`src/verilog/mtxc_regs.svh`:
```
// Register offsets, field positions, reset values and timing constants
`ifndef MTXC_REGS_SVH
`define MTXC_REGS_SVH

// ==========================================================
// Register offsets (byte addresses)
`define MTXC_TX_CFG_OFS 8'h40
`define MTXC_RX_CFG_OFS 8'h44
`define MTXC_EE_CMD_OFS 8'h50
`define MTXC_CFG0_OFS 8'h51
`define MTXC_CFG1_OFS 8'h52
`define MTXC_CFG2_OFS 8'h53

// ==========================================================
// Transmit configuration fields
`define MTXC_TX_GAP_BIT 19
`define MTXC_TX_LBK_LO 17
`define MTXC_TX_NOFCS_BIT 16
`define MTXC_DMA_LO 8
`define MTXC_TX_WR_MASK 32'h000f_0700
`define MTXC_TX_RESET 32'h0000_0000

// ==========================================================
// Receive configuration fields
`define MTXC_RX_MULTI_BIT 24
`define MTXC_RX_SHORTCRC_BIT 16
`define MTXC_RX_FTH_LO 13
`define MTXC_RX_EESZ_BIT 6
`define MTXC_RX_AER_BIT 5
`define MTXC_RX_AR_BIT 4
`define MTXC_RX_AB_BIT 3
`define MTXC_RX_AM_BIT 2
`define MTXC_RX_APM_BIT 1
`define MTXC_RX_AAP_BIT 0
`define MTXC_RX_WR_MASK 32'h0101_e73f
`define MTXC_RX_RESET 32'h0000_0000

// ==========================================================
// Command and config byte fields
`define MTXC_CMD_MODE_LO 6
`define MTXC_CMD_CS_BIT 3
`define MTXC_CMD_SK_BIT 2
`define MTXC_CMD_DI_BIT 1
`define MTXC_CMD_DO_BIT 0
`define MTXC_CFG1_WR_MASK 8'hf3
`define MTXC_CFG1_RESET 8'h00
`define MTXC_CFG2_AUX_BIT 4
`define MTXC_CFG2_WIDTH_BIT 3

// ==========================================================
// Frame lengths and timing
`define MTXC_RUNT_MIN_BYTES 16'd8
`define MTXC_FRAME_MIN_BYTES 16'd64
`define MTXC_RX_RSVD_BELOW 3'h2
`define MTXC_TX_RSVD_BELOW 3'h0
`define MTXC_AUTOLOAD_MS 2
`define MTXC_CLK_KHZ 50000

`endif

```
`src/verilog/mtxc_pkg.sv`:
```
// Types shared by the MAC configuration register bank
package mtxc_pkg;

	typedef enum logic [1:0] {
		MTXC_MODE_NORMAL = 2'b00,
		MTXC_MODE_AUTOLOAD = 2'b01,
		MTXC_MODE_PROGRAM = 2'b10,
		MTXC_MODE_CFG_WRITE = 2'b11
	} mtxc_mode_t;

	typedef enum logic [1:0] {
		MTXC_LBK_NORMAL = 2'b00,
		MTXC_LBK_DIGITAL = 2'b01
	} mtxc_lbk_t;

	typedef enum logic [1:0] {
		MTXC_ST_RUN = 2'b00,
		MTXC_ST_LOAD = 2'b01,
		MTXC_ST_DONE = 2'b11
	} mtxc_state_t;

endpackage

```
`src/verilog/mtxc_burst_dec.sv`:
```
// Decoder for the doubling burst-size and threshold codes
`timescale 1ns/10ps

module mtxc_burst_dec #(
	parameter logic [2:0] RSVD_BELOW = 3'h0
) (
	input wire logic [2:0] code,
	output logic [10:0] bytes,
	output logic unlimited,
	output logic reserved
);

	// Code 0 is 16 bytes and each step doubles; top code has no limit
	assign unlimited = (code == 3'h7);
	assign reserved = (code < RSVD_BELOW);
	assign bytes = (unlimited || reserved) ? 11'h000 : (11'h010 << code);

endmodule

```
`src/verilog/mtxc_top.sv`:
```
// MAC transmit/receive configuration, EEPROM command and config bytes
`timescale 1ns/10ps
`include "mtxc_regs.svh"

// Summary of operation
// - Loopback code 00 normal, 01 digital with media transmit silenced.
// - No-FCS bit 16 set omits CRC on transmit; clear appends it.
// - Tx burst code doubles from 16 to 1024 bytes; 111 unlimited.
// - Multi early interrupt bit 24 requests early interrupt per packet.
// - Short CRC bit: check above 8 bytes, otherwise above 64 bytes.
// - Accept-error or accept-runt forces CRC check above 8 bytes.
// - Rx threshold code 010..110 gives 64..1024 bytes; 000, 001 reserved.
// - Threshold code 111 waits for the whole packet before transfer.
// - Rx burst code 010..110 gives 64..1024 bytes, 111 unlimited.
// - Read-only bit 6 shows the larger EEPROM part is fitted.
// - Accept-error keeps CRC, alignment and collision packets; else drop.
// - Accept-runt keeps packets under 64 bytes but at least 8.
// - Broadcast, multicast, physical and all-address filters act alone.
// - Mode 01 reloads for about 2 ms, then mode 00 and defaults.
// - Mode 10 halts network and gives software the EEPROM pins.
// - Protected config writes land only while the mode field is 11.
module mtxc_top #(
	parameter int AUTOLOAD_CYCLES = `MTXC_AUTOLOAD_MS * `MTXC_CLK_KHZ
) (
	input wire logic core_clk,
	input wire logic rst_n,
	input wire logic [7:0] reg_addr,
	input wire logic [3:0] reg_be,
	input wire logic reg_wr,
	input wire logic reg_rd,
	input wire logic [31:0] reg_wdata,
	output logic [31:0] reg_rdata_r,
	input wire logic transmit_enable,
	input wire logic strap_eeprom_large,
	input wire logic [2:0] strap_boot_rom_size,
	input wire logic strap_aux_power,
	input wire logic strap_bus_64bit,
	input wire logic [2:0] strap_bus_clk_freq,
	input wire logic [1:0] strap_reg_map,
	input wire logic eeprom_data_out,
	output logic eeprom_chip_select_r,
	output logic eeprom_serial_clock_r,
	output logic eeprom_data_in_r,
	output mtxc_pkg::mtxc_mode_t operating_mode_field_r,
	output logic autoload_busy_r,
	output logic net_disable_r,
	output logic loopback_digital_r,
	output logic tx_media_enable_r,
	output logic tx_append_fcs_r,
	output logic [10:0] tx_burst_bytes_r,
	output logic tx_burst_unlimited_r,
	output logic multi_early_irq_enable_r,
	output logic [10:0] rx_threshold_bytes_r,
	output logic rx_whole_packet_r,
	output logic [10:0] rx_burst_bytes_r,
	output logic rx_burst_unlimited_r,
	input wire logic rx_pkt_valid,
	input wire logic [15:0] rx_pkt_len,
	input wire logic rx_crc_err,
	input wire logic rx_align_err,
	input wire logic rx_collided,
	input wire logic rx_dst_bcast,
	input wire logic rx_dst_mcast,
	input wire logic rx_dst_phys,
	output logic rx_pkt_done_r,
	output logic rx_pkt_accept_r,
	output logic rx_crc_checked_r
);
	import mtxc_pkg::*;

	// ==========================================================
	// State
	logic [31:0] tx_cfg_r;
	logic [31:0] rx_cfg_r;
	logic [2:0] ee_pins_r;
	logic [7:0] cfg1_r;
	logic straps_caught_r;
	logic eeprom_large_r;
	logic [2:0] boot_rom_size_r;
	logic aux_power_r;
	logic bus_64bit_r;
	logic [2:0] bus_clk_freq_r;
	logic [1:0] reg_map_r;
	mtxc_state_t state_r;
	mtxc_state_t state_nxt;
	logic [31:0] load_cnt_r;

	// ==========================================================
	// Address decode
	wire hit_tx = (reg_addr == `MTXC_TX_CFG_OFS);
	wire hit_rx = (reg_addr == `MTXC_RX_CFG_OFS);
	wire hit_cw = (reg_addr == `MTXC_EE_CMD_OFS);
	wire loading = (state_r != MTXC_ST_RUN);
	wire wr_ok = reg_wr && !loading;
	wire [31:0] be_mask = {{8{reg_be[3]}}, {8{reg_be[2]}},
		{8{reg_be[1]}}, {8{reg_be[0]}}};

	// Transmit config is only accepted once the transmitter is on
	wire wr_tx = wr_ok && hit_tx && transmit_enable;
	wire wr_rx = wr_ok && hit_rx;
	wire wr_cmd = wr_ok && hit_cw && reg_be[0];
	wire wr_cfg1 = wr_ok && hit_cw && reg_be[2] &&
		(operating_mode_field_r == MTXC_MODE_CFG_WRITE);

	wire [31:0] tx_mask = be_mask & `MTXC_TX_WR_MASK;
	wire [31:0] rx_mask = be_mask & `MTXC_RX_WR_MASK;
	wire [31:0] tx_cfg_nxt = (tx_cfg_r & ~tx_mask) | (reg_wdata & tx_mask);
	wire [31:0] rx_cfg_nxt = (rx_cfg_r & ~rx_mask) | (reg_wdata & rx_mask);
	wire [7:0] cfg1_nxt = (cfg1_r & ~`MTXC_CFG1_WR_MASK) |
		(reg_wdata[23:16] & `MTXC_CFG1_WR_MASK);
	wire [1:0] mode_wr = reg_wdata[`MTXC_CMD_MODE_LO +: 2];
	wire start_load = wr_cmd && (mode_wr == MTXC_MODE_AUTOLOAD);
	wire prog_mode = (operating_mode_field_r == MTXC_MODE_PROGRAM);

	// ==========================================================
	// Field views
	wire [1:0] lbk = tx_cfg_r[`MTXC_TX_LBK_LO +: 2];
	wire [2:0] tx_dma = tx_cfg_r[`MTXC_DMA_LO +: 3];
	wire [2:0] rx_dma = rx_cfg_r[`MTXC_DMA_LO +: 3];
	wire [2:0] rx_fth = rx_cfg_r[`MTXC_RX_FTH_LO +: 3];
	wire accept_error = rx_cfg_r[`MTXC_RX_AER_BIT];
	wire ar = rx_cfg_r[`MTXC_RX_AR_BIT];

	// ==========================================================
	// Code decoders
	logic [10:0] tx_bytes;
	logic tx_unl;
	logic [10:0] rx_bytes;
	logic rx_unl;
	logic [10:0] fth_bytes;
	logic fth_whole;

	mtxc_burst_dec #(.RSVD_BELOW(`MTXC_TX_RSVD_BELOW)) u_tx_burst (
		.code(tx_dma),
		.bytes(tx_bytes),
		.unlimited(tx_unl),
		.reserved()
	);

	mtxc_burst_dec #(.RSVD_BELOW(`MTXC_RX_RSVD_BELOW)) u_rx_burst (
		.code(rx_dma),
		.bytes(rx_bytes),
		.unlimited(rx_unl),
		.reserved()
	);

	mtxc_burst_dec #(.RSVD_BELOW(`MTXC_RX_RSVD_BELOW)) u_rx_fth (
		.code(rx_fth),
		.bytes(fth_bytes),
		.unlimited(fth_whole),
		.reserved()
	);

	// ==========================================================
	// Receive packet filter
	wire long_check = rx_cfg_r[`MTXC_RX_SHORTCRC_BIT] || accept_error || ar;
	wire crc_checked = long_check ?
		(rx_pkt_len > `MTXC_RUNT_MIN_BYTES) :
		(rx_pkt_len > `MTXC_FRAME_MIN_BYTES);
	wire bad_frame = (crc_checked && rx_crc_err) || rx_align_err ||
		rx_collided;
	wire err_ok = !bad_frame || accept_error;
	wire len_ok = (rx_pkt_len >= `MTXC_RUNT_MIN_BYTES) &&
		((rx_pkt_len >= `MTXC_FRAME_MIN_BYTES) || ar);
	wire dst_ok = rx_cfg_r[`MTXC_RX_AAP_BIT] ||
		(rx_dst_bcast && rx_cfg_r[`MTXC_RX_AB_BIT]) ||
		(rx_dst_mcast && !rx_dst_bcast && rx_cfg_r[`MTXC_RX_AM_BIT]) ||
		(rx_dst_phys && rx_cfg_r[`MTXC_RX_APM_BIT]);
	// Network is off while software owns the EEPROM or a reload runs
	wire net_off = prog_mode || loading;
	wire pkt_accept = dst_ok && err_ok && len_ok && !net_off;

	// ==========================================================
	// Read mux
	wire [31:0] tx_view = tx_cfg_r & `MTXC_TX_WR_MASK;
	wire [31:0] rx_view = (rx_cfg_r & `MTXC_RX_WR_MASK) |
		({31'h0, eeprom_large_r} << `MTXC_RX_EESZ_BIT);
	wire [7:0] cmd_view = {operating_mode_field_r, 2'b00, ee_pins_r,
		eeprom_data_out};
	wire [7:0] cfg0_view = {5'h00, boot_rom_size_r};
	wire [7:0] cfg1_view = {cfg1_r[7:4], reg_map_r, cfg1_r[1:0]};
	wire [7:0] cfg2_view = {3'h0, aux_power_r, bus_64bit_r,
		bus_clk_freq_r};
	wire [31:0] rd_data = hit_tx ? tx_view :
		hit_rx ? rx_view :
		hit_cw ? ({cfg2_view, cfg1_view, cfg0_view, cmd_view} & be_mask) :
		32'h0000_0000;

	// ==========================================================
	// Reload sequencer
	always_comb begin
		state_nxt = state_r;
		unique case (state_r)
			MTXC_ST_RUN: begin
				if (start_load) begin
					state_nxt = MTXC_ST_LOAD;
				end
			end
			MTXC_ST_LOAD: begin
				if (load_cnt_r == 32'(AUTOLOAD_CYCLES - 1)) begin
					state_nxt = MTXC_ST_DONE;
				end
			end
			MTXC_ST_DONE: begin
				state_nxt = MTXC_ST_RUN;
			end
			default: begin
				state_nxt = MTXC_ST_RUN;
			end
		endcase
	end

	always_ff @(posedge core_clk or negedge rst_n) begin
		if (!rst_n) begin
			state_r <= MTXC_ST_RUN;
			load_cnt_r <= 32'h0;
		end else begin
			state_r <= state_nxt;
			load_cnt_r <= (state_r == MTXC_ST_LOAD) ? load_cnt_r + 32'h1 :
				32'h0;
		end
	end

	// ==========================================================
	// Registers; reload end restores all defaults and mode 00
	wire load_end = (state_r == MTXC_ST_DONE);

	always_ff @(posedge core_clk or negedge rst_n) begin
		if (!rst_n) begin
			tx_cfg_r <= `MTXC_TX_RESET;
			rx_cfg_r <= `MTXC_RX_RESET;
			cfg1_r <= `MTXC_CFG1_RESET;
			ee_pins_r <= 3'h0;
			operating_mode_field_r <= MTXC_MODE_NORMAL;
		end else if (load_end) begin
			tx_cfg_r <= `MTXC_TX_RESET;
			rx_cfg_r <= `MTXC_RX_RESET;
			cfg1_r <= `MTXC_CFG1_RESET;
			ee_pins_r <= 3'h0;
			operating_mode_field_r <= MTXC_MODE_NORMAL;
		end else begin
			if (wr_tx) begin
				tx_cfg_r <= tx_cfg_nxt;
			end
			if (wr_rx) begin
				rx_cfg_r <= rx_cfg_nxt;
			end
			if (wr_cfg1) begin
				cfg1_r <= cfg1_nxt;
			end
			if (wr_cmd) begin
				operating_mode_field_r <= mtxc_mode_t'(mode_wr);
				ee_pins_r <= reg_wdata[`MTXC_CMD_CS_BIT:`MTXC_CMD_DI_BIT];
			end
		end
	end

	// Straps are caught by the first clock after bus reset, never again
	always_ff @(posedge core_clk or negedge rst_n) begin
		if (!rst_n) begin
			straps_caught_r <= 1'b0;
			eeprom_large_r <= 1'b0;
			boot_rom_size_r <= 3'h0;
			aux_power_r <= 1'b0;
			bus_64bit_r <= 1'b0;
			bus_clk_freq_r <= 3'h0;
			reg_map_r <= 2'h0;
		end else if (!straps_caught_r) begin
			straps_caught_r <= 1'b1;
			eeprom_large_r <= strap_eeprom_large;
			boot_rom_size_r <= strap_boot_rom_size;
			aux_power_r <= strap_aux_power;
			bus_64bit_r <= strap_bus_64bit;
			bus_clk_freq_r <= strap_bus_clk_freq;
			reg_map_r <= strap_reg_map;
		end
	end

	// ==========================================================
	// Registered outputs
	always_ff @(posedge core_clk or negedge rst_n) begin
		if (!rst_n) begin
			reg_rdata_r <= 32'h0;
			eeprom_chip_select_r <= 1'b0;
			eeprom_serial_clock_r <= 1'b0;
			eeprom_data_in_r <= 1'b0;
			autoload_busy_r <= 1'b0;
			net_disable_r <= 1'b0;
			loopback_digital_r <= 1'b0;
			tx_media_enable_r <= 1'b0;
			tx_append_fcs_r <= 1'b1;
			tx_burst_bytes_r <= 11'h0;
			tx_burst_unlimited_r <= 1'b0;
			multi_early_irq_enable_r <= 1'b0;
			rx_threshold_bytes_r <= 11'h0;
			rx_whole_packet_r <= 1'b0;
			rx_burst_bytes_r <= 11'h0;
			rx_burst_unlimited_r <= 1'b0;
			rx_pkt_done_r <= 1'b0;
			rx_pkt_accept_r <= 1'b0;
			rx_crc_checked_r <= 1'b0;
		end else begin
			reg_rdata_r <= reg_rd ? rd_data : reg_rdata_r;
			// Pins follow software only in programming mode
			eeprom_chip_select_r <= prog_mode && ee_pins_r[2];
			eeprom_serial_clock_r <= prog_mode && ee_pins_r[1];
			eeprom_data_in_r <= prog_mode && ee_pins_r[0];
			autoload_busy_r <= loading;
			net_disable_r <= net_off;
			loopback_digital_r <= (lbk == MTXC_LBK_DIGITAL);
			// Reserved loopback codes leave the media path running
			tx_media_enable_r <= (lbk != MTXC_LBK_DIGITAL) &&
				!net_off;
			tx_append_fcs_r <= !tx_cfg_r[`MTXC_TX_NOFCS_BIT];
			tx_burst_bytes_r <= tx_bytes;
			tx_burst_unlimited_r <= tx_unl;
			multi_early_irq_enable_r <= rx_cfg_r[`MTXC_RX_MULTI_BIT];
			rx_threshold_bytes_r <= fth_bytes;
			rx_whole_packet_r <= fth_whole;
			rx_burst_bytes_r <= rx_bytes;
			rx_burst_unlimited_r <= rx_unl;
			rx_pkt_done_r <= rx_pkt_valid;
			rx_pkt_accept_r <= rx_pkt_valid && pkt_accept;
			rx_crc_checked_r <= rx_pkt_valid && crc_checked;
		end
	end

endmodule

```
`config.mk`:
```
export PLATFORM = sky130hd
export DESIGN_NAME = mtxc_top
export DESIGN_NICKNAME = d
export VERILOG_FILES = /design/src/verilog/mtxc_pkg.sv /design/src/verilog/mtxc_burst_dec.sv /design/src/verilog/mtxc_top.sv
export VERILOG_INCLUDE_DIRS = /design/src /design/src/verilog
export SDC_FILE = /design/constraint.sdc
export NUM_CORES = 1
export LEC_CHECK = 0
export ABC_CLOCK_PERIOD_IN_PS = 3000
export BUFFER_PORTS_ARGS = -buffer_cell sky130_fd_sc_hd__buf_2
export CAP_MARGIN = 25
export CORE_ASPECT_RATIO = 0.6
export CORE_MARGIN = 2
export CORE_UTILIZATION = 47
export CTS_CLUSTER_DIAMETER = 150
export CTS_CLUSTER_SIZE = 14
export DETAILED_ROUTE_END_ITERATION = 10
export HOLD_SLACK_MARGIN = 0.08
export MAX_ROUTING_LAYER = met4
export PLACE_DENSITY = 0.72
export SYNTH_ARGS = -nofsm -noshare
export SYNTH_HDL_FRONTEND = slang
export SYNTH_SLANG_ARGS = --single-unit
```
`constraint.sdc`:
```
create_clock -name core_clk -period 3 [get_ports core_clk]
set_input_delay 0.15 -clock core_clk [delete_from_list [all_inputs] [get_ports core_clk]]
set_output_delay 0.15 -clock core_clk [all_outputs]
set_load 0.01 [all_outputs]
```
==> results of run 1 <==
## final cells by class
type,count,share of cell area (%)
Timing Repair Buffer,190,14.7
Sequential cell,141,43.6
Multi-Input combinational cell,399,30.8
Clock buffer,17,5.25
Inverter,26,1.20
Tap cell,170,2.62
Clock inverter,15,1.81
## logic make-up after synthesis
group / Yosys count
simple gates: 241
other cells: 2
fa+ha+maj: 1
compound gates: 86
mux: 39
xor+xnor: 10
buf+inv: 67
flops: 141
## state kept, by name, indices dropped and copies added, names as in the netlist, 2 cells and up
register / cells
tx_cfg_r: 7
rx_burst_bytes_r: 7
bus_clk_freq_r: 3
reg_map_r: 2
rx_threshold_bytes_r: 7
state_r: 2
cfg1_r: 6
load_cnt_r: 32
operating_mode_field_r: 2
tx_burst_bytes_r: 7
reg_rdata_r: 27
rx_cfg_r: 14
ee_pins_r: 3
boot_rom_size_r: 3
## final timing paths
path	from	endpoint	slack [ns]	depth (start not counted)
worst min-delay path	reg_be[3]	reg_rdata_r[24]	0.11	3
worst max register to register	state_r[1]	rx_cfg_r[24]	0.58	6
worst min register to register	rx_cfg_r[24]	multi_early_irq_enable_r	0.40	0
min in group asynchronous	rst_n	reg_rdata_r[22]	0.32	2
max in group asynchronous	rst_n	load_cnt_r[17]	1.83	3
worst max-delay path	state_r[1]	rx_cfg_r[24]	0.58	6
## metal layers
metal	GRT usage, %	vias up	share of wire (%)
met5	-	-	0
met4	7.02	0	0.98
met3	7.60	14	8.1
met2	37.4	234	46
met1	32.1	2598	45
li1	-	2439	-
## worst max-delay path, delay by kind of cell (launching register included)
| kind | cells | cell delay (ns) |
|---|---|---|
| compound gates | 2 | 0.30 |
| buf+inv | 2 | 0.80 |
| flops | 1 | 0.43 |
| simple gates | 2 | 0.78 |
## cell usage after synthesis (3+ instances only)
library cell	count	share of area (%)
or3_1	6	0.60
and2_1	7	0.70
nand4_1	9	0.90
xor2_1	4	0.56
nor3b_1	8	0.96
nor3_1	7	0.56
dfrtp_1	140	56
a221o_1	4	0.64
a32oi_1	3	0.42
a221oi_1	6	0.84
buf_4	17	2.0
nand2_1	67	4.0
mux2_2	11	2.0
o2bb2ai_1	13	1.8
inv_1	26	1.6
and4_1	4	0.56
or4_1	15	1.8
nand3_1	26	2.1
nand2b_1	9	0.90
and3b_1	6	0.84
a21oi_1	24	1.9
o21ai_0	11	0.88
and3_1	7	0.70
o31ai_1	11	1.3
a22o_1	7	0.98
xnor2_1	6	0.84
clkbuf_1	20	1.2
or2_2	4	0.40
nor2_1	32	1.9
mux2i_1	28	4.5
nor2b_1	11	1.1
nor4_1	16	1.6
## per-stage QoR
step / instances / utilization [%]
after CTS: 958 / 62.7
after global placement: 882 / 54.8
after detailed placement: 882 / 54.8
after floorplan: 607 / -
final: 958 / 62.7
after global routing: 958 / 62.7
## report_power, final
part | internal, W | switching, W | total [W]
registers | 0.00195 | 0.0000344 | 0.00198
clock network | 0.00110 | 0.000928 | 0.00203
logic | 0.000133 | 0.000154 | 0.000286
total | 0.00318 | 0.00112 | 0.00430
## repair_timing
item                                   4_1_cts  5_1_grt
endpoints found under the hold margin      124        0
hold buffers                                44        0
resized for setup                            0        0
==> flow_metrics.tcl, run 1 <==
set metrics [dict create \
    num_vias 5285 \
    fillers 1053 \
    path_max_fanout 11 \
    drt_iter0_drc 397 \
    synth-main-ff-cell "dfrtp_1" \
    port_buffers 139 \
    hp-class "in -> reg" \
    drc 0 \
    ys_seq_area_share_pct 56.3 \
    setup_tns_ns 0 \
    slowest_delay_ns 0.57 \
    cpMaxStageDelayCell "dlygate4sd3_1" \
    die_y_um 93.5 \
    critPathLaunchType "register" \
    antenna_found_initial 0 \
    finalSetupViolCount 0 \
    detailed_place.area_um2 7090 \
    whs_ns 0.114 \
    synth_top_family_by_area "simple AND/OR/NAND/NOR gates" \
    synthDistinctLibCells 51 \
    diodes 0 \
    die_w_um 153 \
    area_growth_pct 29.2 \
    floorplan.initialDensity_pct 48.5 \
    leakage_nw 4.04 \
    synth-async-reset-ratio_pct 100 \
    drive_gt1_share_pct 25.6 \
    design_area_um2 8100 \
    grt_start_max_net_pins 82 \
    layout_common_cells "140 x dfrtp_1, 138 x buf_2, 67 x nand2_1, 44 x dlygate4sd3_1, 32 x nor2_1" \
    dr.pass1.iters 5 \
    rsz0062_at_grt "no" \
    h-tree-depth 4 \
    ir_worst_vdd_mv 0.421 \
    worstMarginPinSlew_ns 0.875 \
    max_cap_viol_count 0 \
    period_minus_slack_ns 2.42 \
    final_net_count 860 \
    hold_viol_final 0 \
    worstPathArrival_ns 2.72 \
    cp.required_ns 3.30 \
    final_common_cell "dfrtp_1" \
    worst_setup_path_end_kind "register" \
    grt_usage_pct 24.6 \
    first_global_vias 5177 \
    gp_congestion 0.863 \
    wire_per_inst_um 17.1 \
    mappedNetlistArea_um2 6270 \
    powerDensity_nw_per_um2 530 \
    relSlewSlack_pct 41.1 \
    routed_wl_um 16300 \
    skew_ns 0.0124 \
    routed_via_density 5.52 \
    multi_input_area_um2 2500 \
    grt_pass1_wl_um 26600 \
    synthAdderAreaFrac_pct 0.200 \
    synth_simple_gate_area_share_pct 20.7 \
    cts_buffers 17 \
    clk_pin_slew_ns 0.06 \
    regArea_um2 3530 \
    synthXorXnorAreaFrac_pct 1.40 \
    root_buffer "clkbuf_16" \
    clock_path_buffers 2 \
    insertion_delay_ns 0.43 \
    power.total_w 0.00430 \
    slew_violations 0 \
    tritoncts "done" \
    finalCritPeriodShare_pct 80.7 \
    synth_edf_count 0 \
    layout_setup_ws_ns 0.578 \
    synth_compound_area_share_pct 9.72 \
    syn_avg_cell_area_um2 10.7 \
    num_io_pins 166 \
    synth_cells 587 \
    core_um2 12900 \
    yosysWarnings 0 \
    grt.overflow.total 0 \
    clkSinkCount 141 \
    dieArea_um2 14300 \
    rows 32 \
    outcome "finished, final reports clean" \
    path_class "reg -> reg" \
    ys_ff_latch 141 \
    place_ws_ns 0.685 \
    crit_chain "or3b_2 -> nor4_2 -> buf_4 -> a21oi_1 -> a31o_2 -> dlygate4sd3_1" \
    post-dp-hpwl_um 11600 \
    post-cts-setup-buffers 0 \
    postRouteAntennaNets 0 \
    fmax_ghz 0.413 \
    muxShareOfSynthArea_pct 6.44 \
]
No activity file was read; power rests on OpenSTA's default activity.
==> run 2, diff against run 1 <==
--- a/config.mk
+++ b/config.mk
@@ -6,7 +6,8 @@
 export SDC_FILE = /design/constraint.sdc
 export NUM_CORES = 1
 export LEC_CHECK = 0
-export ABC_CLOCK_PERIOD_IN_PS = 3000
+export ABC_AREA = 1
+export ABC_CLOCK_PERIOD_IN_PS = 2430
 export BUFFER_PORTS_ARGS = -buffer_cell sky130_fd_sc_hd__buf_2
 export CAP_MARGIN = 25
 export CORE_ASPECT_RATIO = 0.6
==> constraint.sdc (replaced) <==
create_clock -name core_clk -period 2.43 [get_ports core_clk]
set_input_delay 0.1215 -clock core_clk [delete_from_list [all_inputs] [get_ports core_clk]]
set_output_delay 0.1215 -clock core_clk [all_outputs]
set_load 0.01 [all_outputs]
==> flow_metrics.tcl, run 2 <==
set metrics [dict create \
    ys_seq_area_share_pct 53.5 \
    path_max_fanout 3 \
    postRouteAntennaNets 0 \
    diodes 0 \
    drive_gt1_share_pct 24.6 \
    worst-path-buf-inv 3 \
    slowest_delay_ns 0.56 \
    root_buffer "clkbuf_16" \
    layout_setup_ws_ns 0.144 \
    powerDensity_nw_per_um2 641 \
    num_io_pins 166 \
    worst_setup_path_end_kind "register" \
    antenna_found_initial 0 \
    placed_cells 1085 \
    core_um2 13700 \
    clk_pin_slew_ns 0.06 \
    fmax_ghz 0.438 \
    relSlewSlack_pct 52.4 \
    dieArea_um2 15000 \
    post-dp-hpwl_um 12800 \
    wire_per_inst_um 15.5 \
    design_area_um2 8450 \
    slew_violations 0 \
    leakage_nw 4.25 \
    routed_wl_um 17800 \
    synth-main-ff-cell "dfrtp_1" \
    synth_edf_count 0 \
    tritoncts "done" \
    crit_chain "inv_2 -> nand3_1 -> nor2_1 -> nand2_1 -> nand3_1 -> nand2_1 -> nand2_1 -> dlygate4sd3_1 -> a21oi_1 -> dlygate4sd3_1" \
    outcome "finished, final reports clean" \
    synth-async-reset-ratio_pct 100 \
    grt_start_max_net_pins 76 \
    routed_via_density 5.09 \
    detailed_place.area_um2 7480 \
    drt_iter0_drc 564 \
    num_vias 5861 \
    port_buffers 139 \
    grt_pass1_wl_um 27900 \
    rows 33 \
    hp-class "in -> reg" \
    cpMaxStageDelayCell "dlygate4sd3_1" \
    gp_congestion 0.999 \
    mappedNetlistArea_um2 6600 \
    ir_worst_vdd_mv 0.531 \
    max_cap_viol_count 0 \
    synthDistinctLibCells 43 \
    cp.required_ns 2.73 \
    critPathLaunchType "register" \
    yosysWarnings 0 \
    hold_viol_final 0 \
    first_global_vias 5181 \
    synth_top_area_share_pct 53.1 \
    syn_avg_cell_area_um2 8.66 \
    reg.largest.list "load_cnt_r x32, reg_rdata_r x27, rx_cfg_r x14" \
    dr.pass1.iters 5 \
    period_minus_slack_ns 2.29 \
    largest_register_ff_count 32 \
    ys_top_cells_by_count "164 x nand2_1, 140 x dfrtp_1, 69 x nor2_1" \
    r2r_setup_slack_ns 0.14 \
    synth_cells 762 \
    die_w_um 157 \
    post-route-util_pct 61.8 \
    synth_top_area_cell "dfrtp_1" \
    insertion_delay_ns 0.41 \
    cts_buffers 17 \
    ys_ff_latch 141 \
    setup_tns_ns 0 \
    layout_common_cells "164 x nand2_1, 140 x dfrtp_1, 138 x buf_2, 69 x nor2_1, 67 x inv_1" \
    final_common_cell "nand2_1" \
    path_class "reg -> reg" \
    floorplan.initialDensity_pct 48.3 \
    finalSetupViolCount 0 \
    die_y_um 95.8 \
    cp_common_cell "nand2_1" \
    yosys-top-cells-area "dfrtp_1 53%, nand2_1 9.3%, nand3_1 4.2%" \
    post-cts-setup-buffers 0 \
    fin_cells 1152 \
    rsz0062_at_grt "no" \
    worstMarginPinSlew_ns 0.714 \
    grt_usage_pct 25.3 \
    area_growth_pct 28.0 \
    worstPathArrival_ns 2.58 \
    drc 0 \
    grt.overflow.total 0 \
    finalCritPeriodShare_pct 94.1 \
    clkSinkCount 141 \
    h-tree-depth 4 \
    skew_ns 0.00993 \
    final_net_count 1032 \
    critPathTopFamily "buffers and inverters" \
    top_register "load_cnt_r" \
    place_ws_ns 0.724 \
    yosysMostFrequentCell "nand2_1" \
    clock_path_buffers 2 \
]
-- run 2: cell types whose count changed after synthesis, moves of 28 or more --
| cell | change |
|---|---|
| inv_1 | +42 |
| mux2i_1 | -28 |
| nand2_1 | +97 |
| nand3_1 | +29 |
| nor2_1 | +37 |
| o21ai_0 | +37 |
-- run 2: logic make-up (layout without fill, tap and decap cells) --
family                     count (synthesis)  count (layout)  share of synthesized area [%]
and+or+nand+nor                          374             374                           26.7
DFF                                      141             141                           53.5
buffers and inverters                    117             295                           7.87
AOI/OAI and AO/OA                        115             115                           9.86
xor gates and xnor gates                   6               6                          0.796
muxes                                      6               6                           1.02
other                                      2              22                          0.114
adders and majority gates                  1               1                          0.190
-- run 2: path summary, 6_finish.rpt --
| kind | cells past startpoint | end | from |
|---|---|---|---|
| worst max-delay path | 10 | rx_pkt_accept_r | rx_cfg_r[16] |
| min in group asynchronous | 2 | autoload_busy_r | rst_n |
| worst max register to register | 10 | rx_pkt_accept_r | rx_cfg_r[16] |
| worst min-delay path | 5 | rx_cfg_r[0] | reg_wdata[0] |
| worst min register to register | 0 | multi_early_irq_enable_r | rx_cfg_r[24] |
| max in group asynchronous | 3 | load_cnt_r[13] | rst_n |
-- run 2: area by class of cell --
class                           instances  area [µm²]
Timing Repair Buffer                  183        1130
Clock inverter                         14         181
Fill cell                            1200        5220
Sequential cell                       141        3530
Tap cell                              192         240
Multi-Input combinational cell        524        2630
Inverter                               80         302
Clock buffer                           18         439
-- run 2: per-stage QoR --
| step | total power, W | hold WS (ns) |
|---|---|---|
| final | 0.00542 | 0.0996 |
| after global routing | 0.00560 | 0.104 |
| after CTS | 0.00545 | 0.0841 |
| after detailed placement | 0.00269 | 0.189 |
| after global placement | 0.00269 | 0.182 |
| after floorplan | 0.00255 | -0.174 |
-- run 2: metal layers --
metal	share of wire (%)	global-route usage, %	up-vias
li1	-	-	2843
met1	50	39.3	2744
met2	40	32.7	260
met3	8.9	5.85	14
met4	0.86	6.57	0
met5	0	-	-
-- run 2: power breakdown --
part | switching (W) | total [W] | leakage (nW) | internal [W]
Combinational | 0.000167 | 0.000296 | 2.18 | 0.000128
Sequential | 0.0000165 | 0.00239 | 1.79 | 0.00238
Clock | 0.00106 | 0.00273 | 0.291 | 0.00166
-- run 2: worst register-to-register path, cell delays in order (launching register included) --
cell and delay [ns]:
dfrtp_1 0.38, inv_2 0.12, nand3_1 0.13, nor2_1 0.11
nand2_1 0.06, nand3_1 0.09, nand2_1 0.06, nand2_1 0.05
dlygate4sd3_1 0.54, a21oi_1 0.06, dlygate4sd3_1 0.56
-- run 2: what timing repair did --
item,4_1_cts,5_1_grt
hold buffers,36,0
hold endpoints to repair,111,0
setup endpoints to repair,0,1
gates resized for setup,0,1
==> run 3, diff against run 2 <==
--- a/config.mk
+++ b/config.mk
@@ -18,7 +18,7 @@
 export DETAILED_ROUTE_END_ITERATION = 10
 export HOLD_SLACK_MARGIN = 0.08
 export MAX_ROUTING_LAYER = met4
-export PLACE_DENSITY = 0.72
+export PLACE_DENSITY = 0.69
 export SYNTH_ARGS = -nofsm -noshare
 export SYNTH_HDL_FRONTEND = slang
 export SYNTH_SLANG_ARGS = --single-unit
==> flow_metrics.tcl, run 3 (synthesis results as in run 2) <==
set metrics [dict create \
    grt_start_max_net_pins 64 \
    crit_chain "inv_1 -> nand3_1 -> nor2_1 -> nand2_1 -> nand3_1 -> nand2_1 -> nand2_1 -> dlygate4sd3_1 -> a21oi_1 -> dlygate4sd3_1" \
    clock_path_buffers 2 \
    setup_tns_ns 0 \
    postRouteAntennaNets 0 \
    drt_iter0_drc 459 \
    wl_met1_um 8680 \
    rsz0062_at_grt "no" \
    num_io_pins 166 \
    wl_met3_um 1740 \
    post-dp-hpwl_um 12700 \
    finalSetupViolCount 0 \
    period_minus_slack_ns 2.29 \
    num_vias 5835 \
    root_buffer "clkbuf_16" \
    wl_met2_um 7080 \
    gp_congestion 0.961 \
    core_um2 13700 \
    p_switching_w 0.00119 \
    powerDensity_nw_per_um2 630 \
    top_register "load_cnt_r" \
    die_y_um 95.8 \
    clk_pin_slew_ns 0.06 \
    ir_worst_vdd_mv 0.428 \
    critPathTopFamily "buffers and inverters" \
    post-cts-setup-buffers 0 \
    relSlewSlack_pct 56.5 \
    slew_violations 0 \
    dr.pass1.iters 4 \
    final_net_count 1032 \
    seqPwrFrac_pct 45.1 \
    cp_common_cell "nand2_1" \
    grt_usage_pct 25.5 \
    largest_register_ff_count 32 \
    whs_ns 0.0837 \
    worst_setup_path_end_kind "register" \
    highest_layer "met4" \
    tritoncts "done" \
    finalCritPeriodShare_pct 94.2 \
    insertion_delay_ns 0.42 \
    floorplan.initialDensity_pct 48.3 \
    port_buffers 139 \
    worstPathArrival_ns 2.59 \
    grt.overflow.total 0 \
    leakage_nw 4.25 \
    routed_wl_um 17600 \
    power_frac_comb_pct 5.5 \
    fmax_ghz 0.437 \
    hold_viol_final 0 \
    diodes 0 \
    path_max_fanout 5 \
    routed_via_density 5.07 \
    drc 0 \
    hp-class "in -> reg" \
    worst-path-buf-inv 3 \
    h-tree-depth 4 \
    intPower_w 0.00412 \
    final_common_cell "nand2_1" \
    antenna_found_initial 0 \
    power_frac_clock_pct 49.3 \
    cpMaxStageDelayCell "dlygate4sd3_1" \
    cp.required_ns 2.73 \
    dieArea_um2 15000 \
    switching_share_pct 22.4 \
    critPathLaunchType "register" \
    skew_ns 0.00745 \
    drive_gt1_share_pct 24.4 \
    path_class "reg -> reg" \
    wire_per_inst_um 15.3 \
    rows 33 \
    worstMarginPinSlew_ns 0.653 \
    outcome "finished, final reports clean" \
    area_growth_pct 27.7 \
    cts_buffers 17 \
    first_global_vias 5408 \
    fillers 1171 \
    reg.largest.list "load_cnt_r x32, reg_rdata_r x27, rx_cfg_r x14" \
    slowest_delay_ns 0.55 \
    max_cap_viol_count 0 \
    layout_common_cells "164 x nand2_1, 140 x dfrtp_1, 138 x buf_2, 69 x nor2_1, 67 x inv_1" \
    clkSinkCount 141 \
    grt_pass1_wl_um 27900 \
    die_w_um 157 \
]
run 3: changes by cell type in the layout (fill, tap and decap cells not counted):
cell / delta
inv_6: -2
buf_4: -1
clkinvlp_4: -2
clkbuf_8: -1
clkinv_2: +4
dlygate4sd3_1: +1
run 3: layer usage:
layer  global-route usage [%]  vias up
met5                        -        -
met4                     5.05        0
met3                     7.20       12
met2                     34.4      257
met1                     38.2     2724
li1                         -     2842
run 3: area by class of cell:
class	count	area, µm²	area share (%)
Tap cell	192	240	2.85
Sequential cell	141	3530	41.9
Inverter	80	302	3.58
Timing Repair Buffer	183	1130	13.5
Clock buffer	17	425	5.05
Multi-Input combinational cell	524	2630	31.2
Clock inverter	14	169	2.00
run 3: through the flow:
stage	setup WS (ns)	cells	cell area (µm²)	util [%]	power [W]
after floorplan	0.998	782	6670	-	0.00255
after global placement	0.725	1084	7470	54.7	0.00268
after detailed placement	0.709	1084	7470	54.7	0.00269
after CTS	0.114	1152	8440	61.7	0.00534
after global routing	0.000874	1151	8430	61.6	0.00550
final	0.140	1151	8430	61.6	0.00531
run 3: power groups by stage:
stage	clock [W]	combinational (W)	sequential (W)
after global routing	0.00277	0.000332	0.00240
after global placement	0	0.000249	0.00244
after detailed placement	0	0.000251	0.00244
after floorplan	0	0.000115	0.00244
final	0.00262	0.000294	0.00239
after CTS	0.00265	0.000296	0.00239
run 3: worst paths after layout:
kind                               from                       end  slack (ns)  depth (start not counted)
max reg2reg                 rx_cfg_r[5]           rx_pkt_accept_r        0.14                         10
min                        reg_wdata[5]               rx_cfg_r[5]        0.08                          5
max                         rx_cfg_r[5]           rx_pkt_accept_r        0.14                         10
min reg2reg                rx_cfg_r[24]  multi_early_irq_enable_r        0.38                          0
min in group asynchronous         rst_n               bus_64bit_r        0.27                          2
max in group asynchronous         rst_n           tx_append_fcs_r        1.44                          3
run 3: repair_timing:
action,CTS,global route
endpoints found under the setup margin,0,1
resized for setup,0,1
hold buffers,37,0
hold endpoints to repair,100,0
run 3: worst register-to-register path, cell delays in order, from the launching register on:
cell,delay [ns]
dfrtp_1,0.35
inv_1,0.14
nand3_1,0.14
nor2_1,0.12
nand2_1,0.06
nand3_1,0.09
nand2_1,0.06
nand2_1,0.05
dlygate4sd3_1,0.55
a21oi_1,0.06
dlygate4sd3_1,0.55
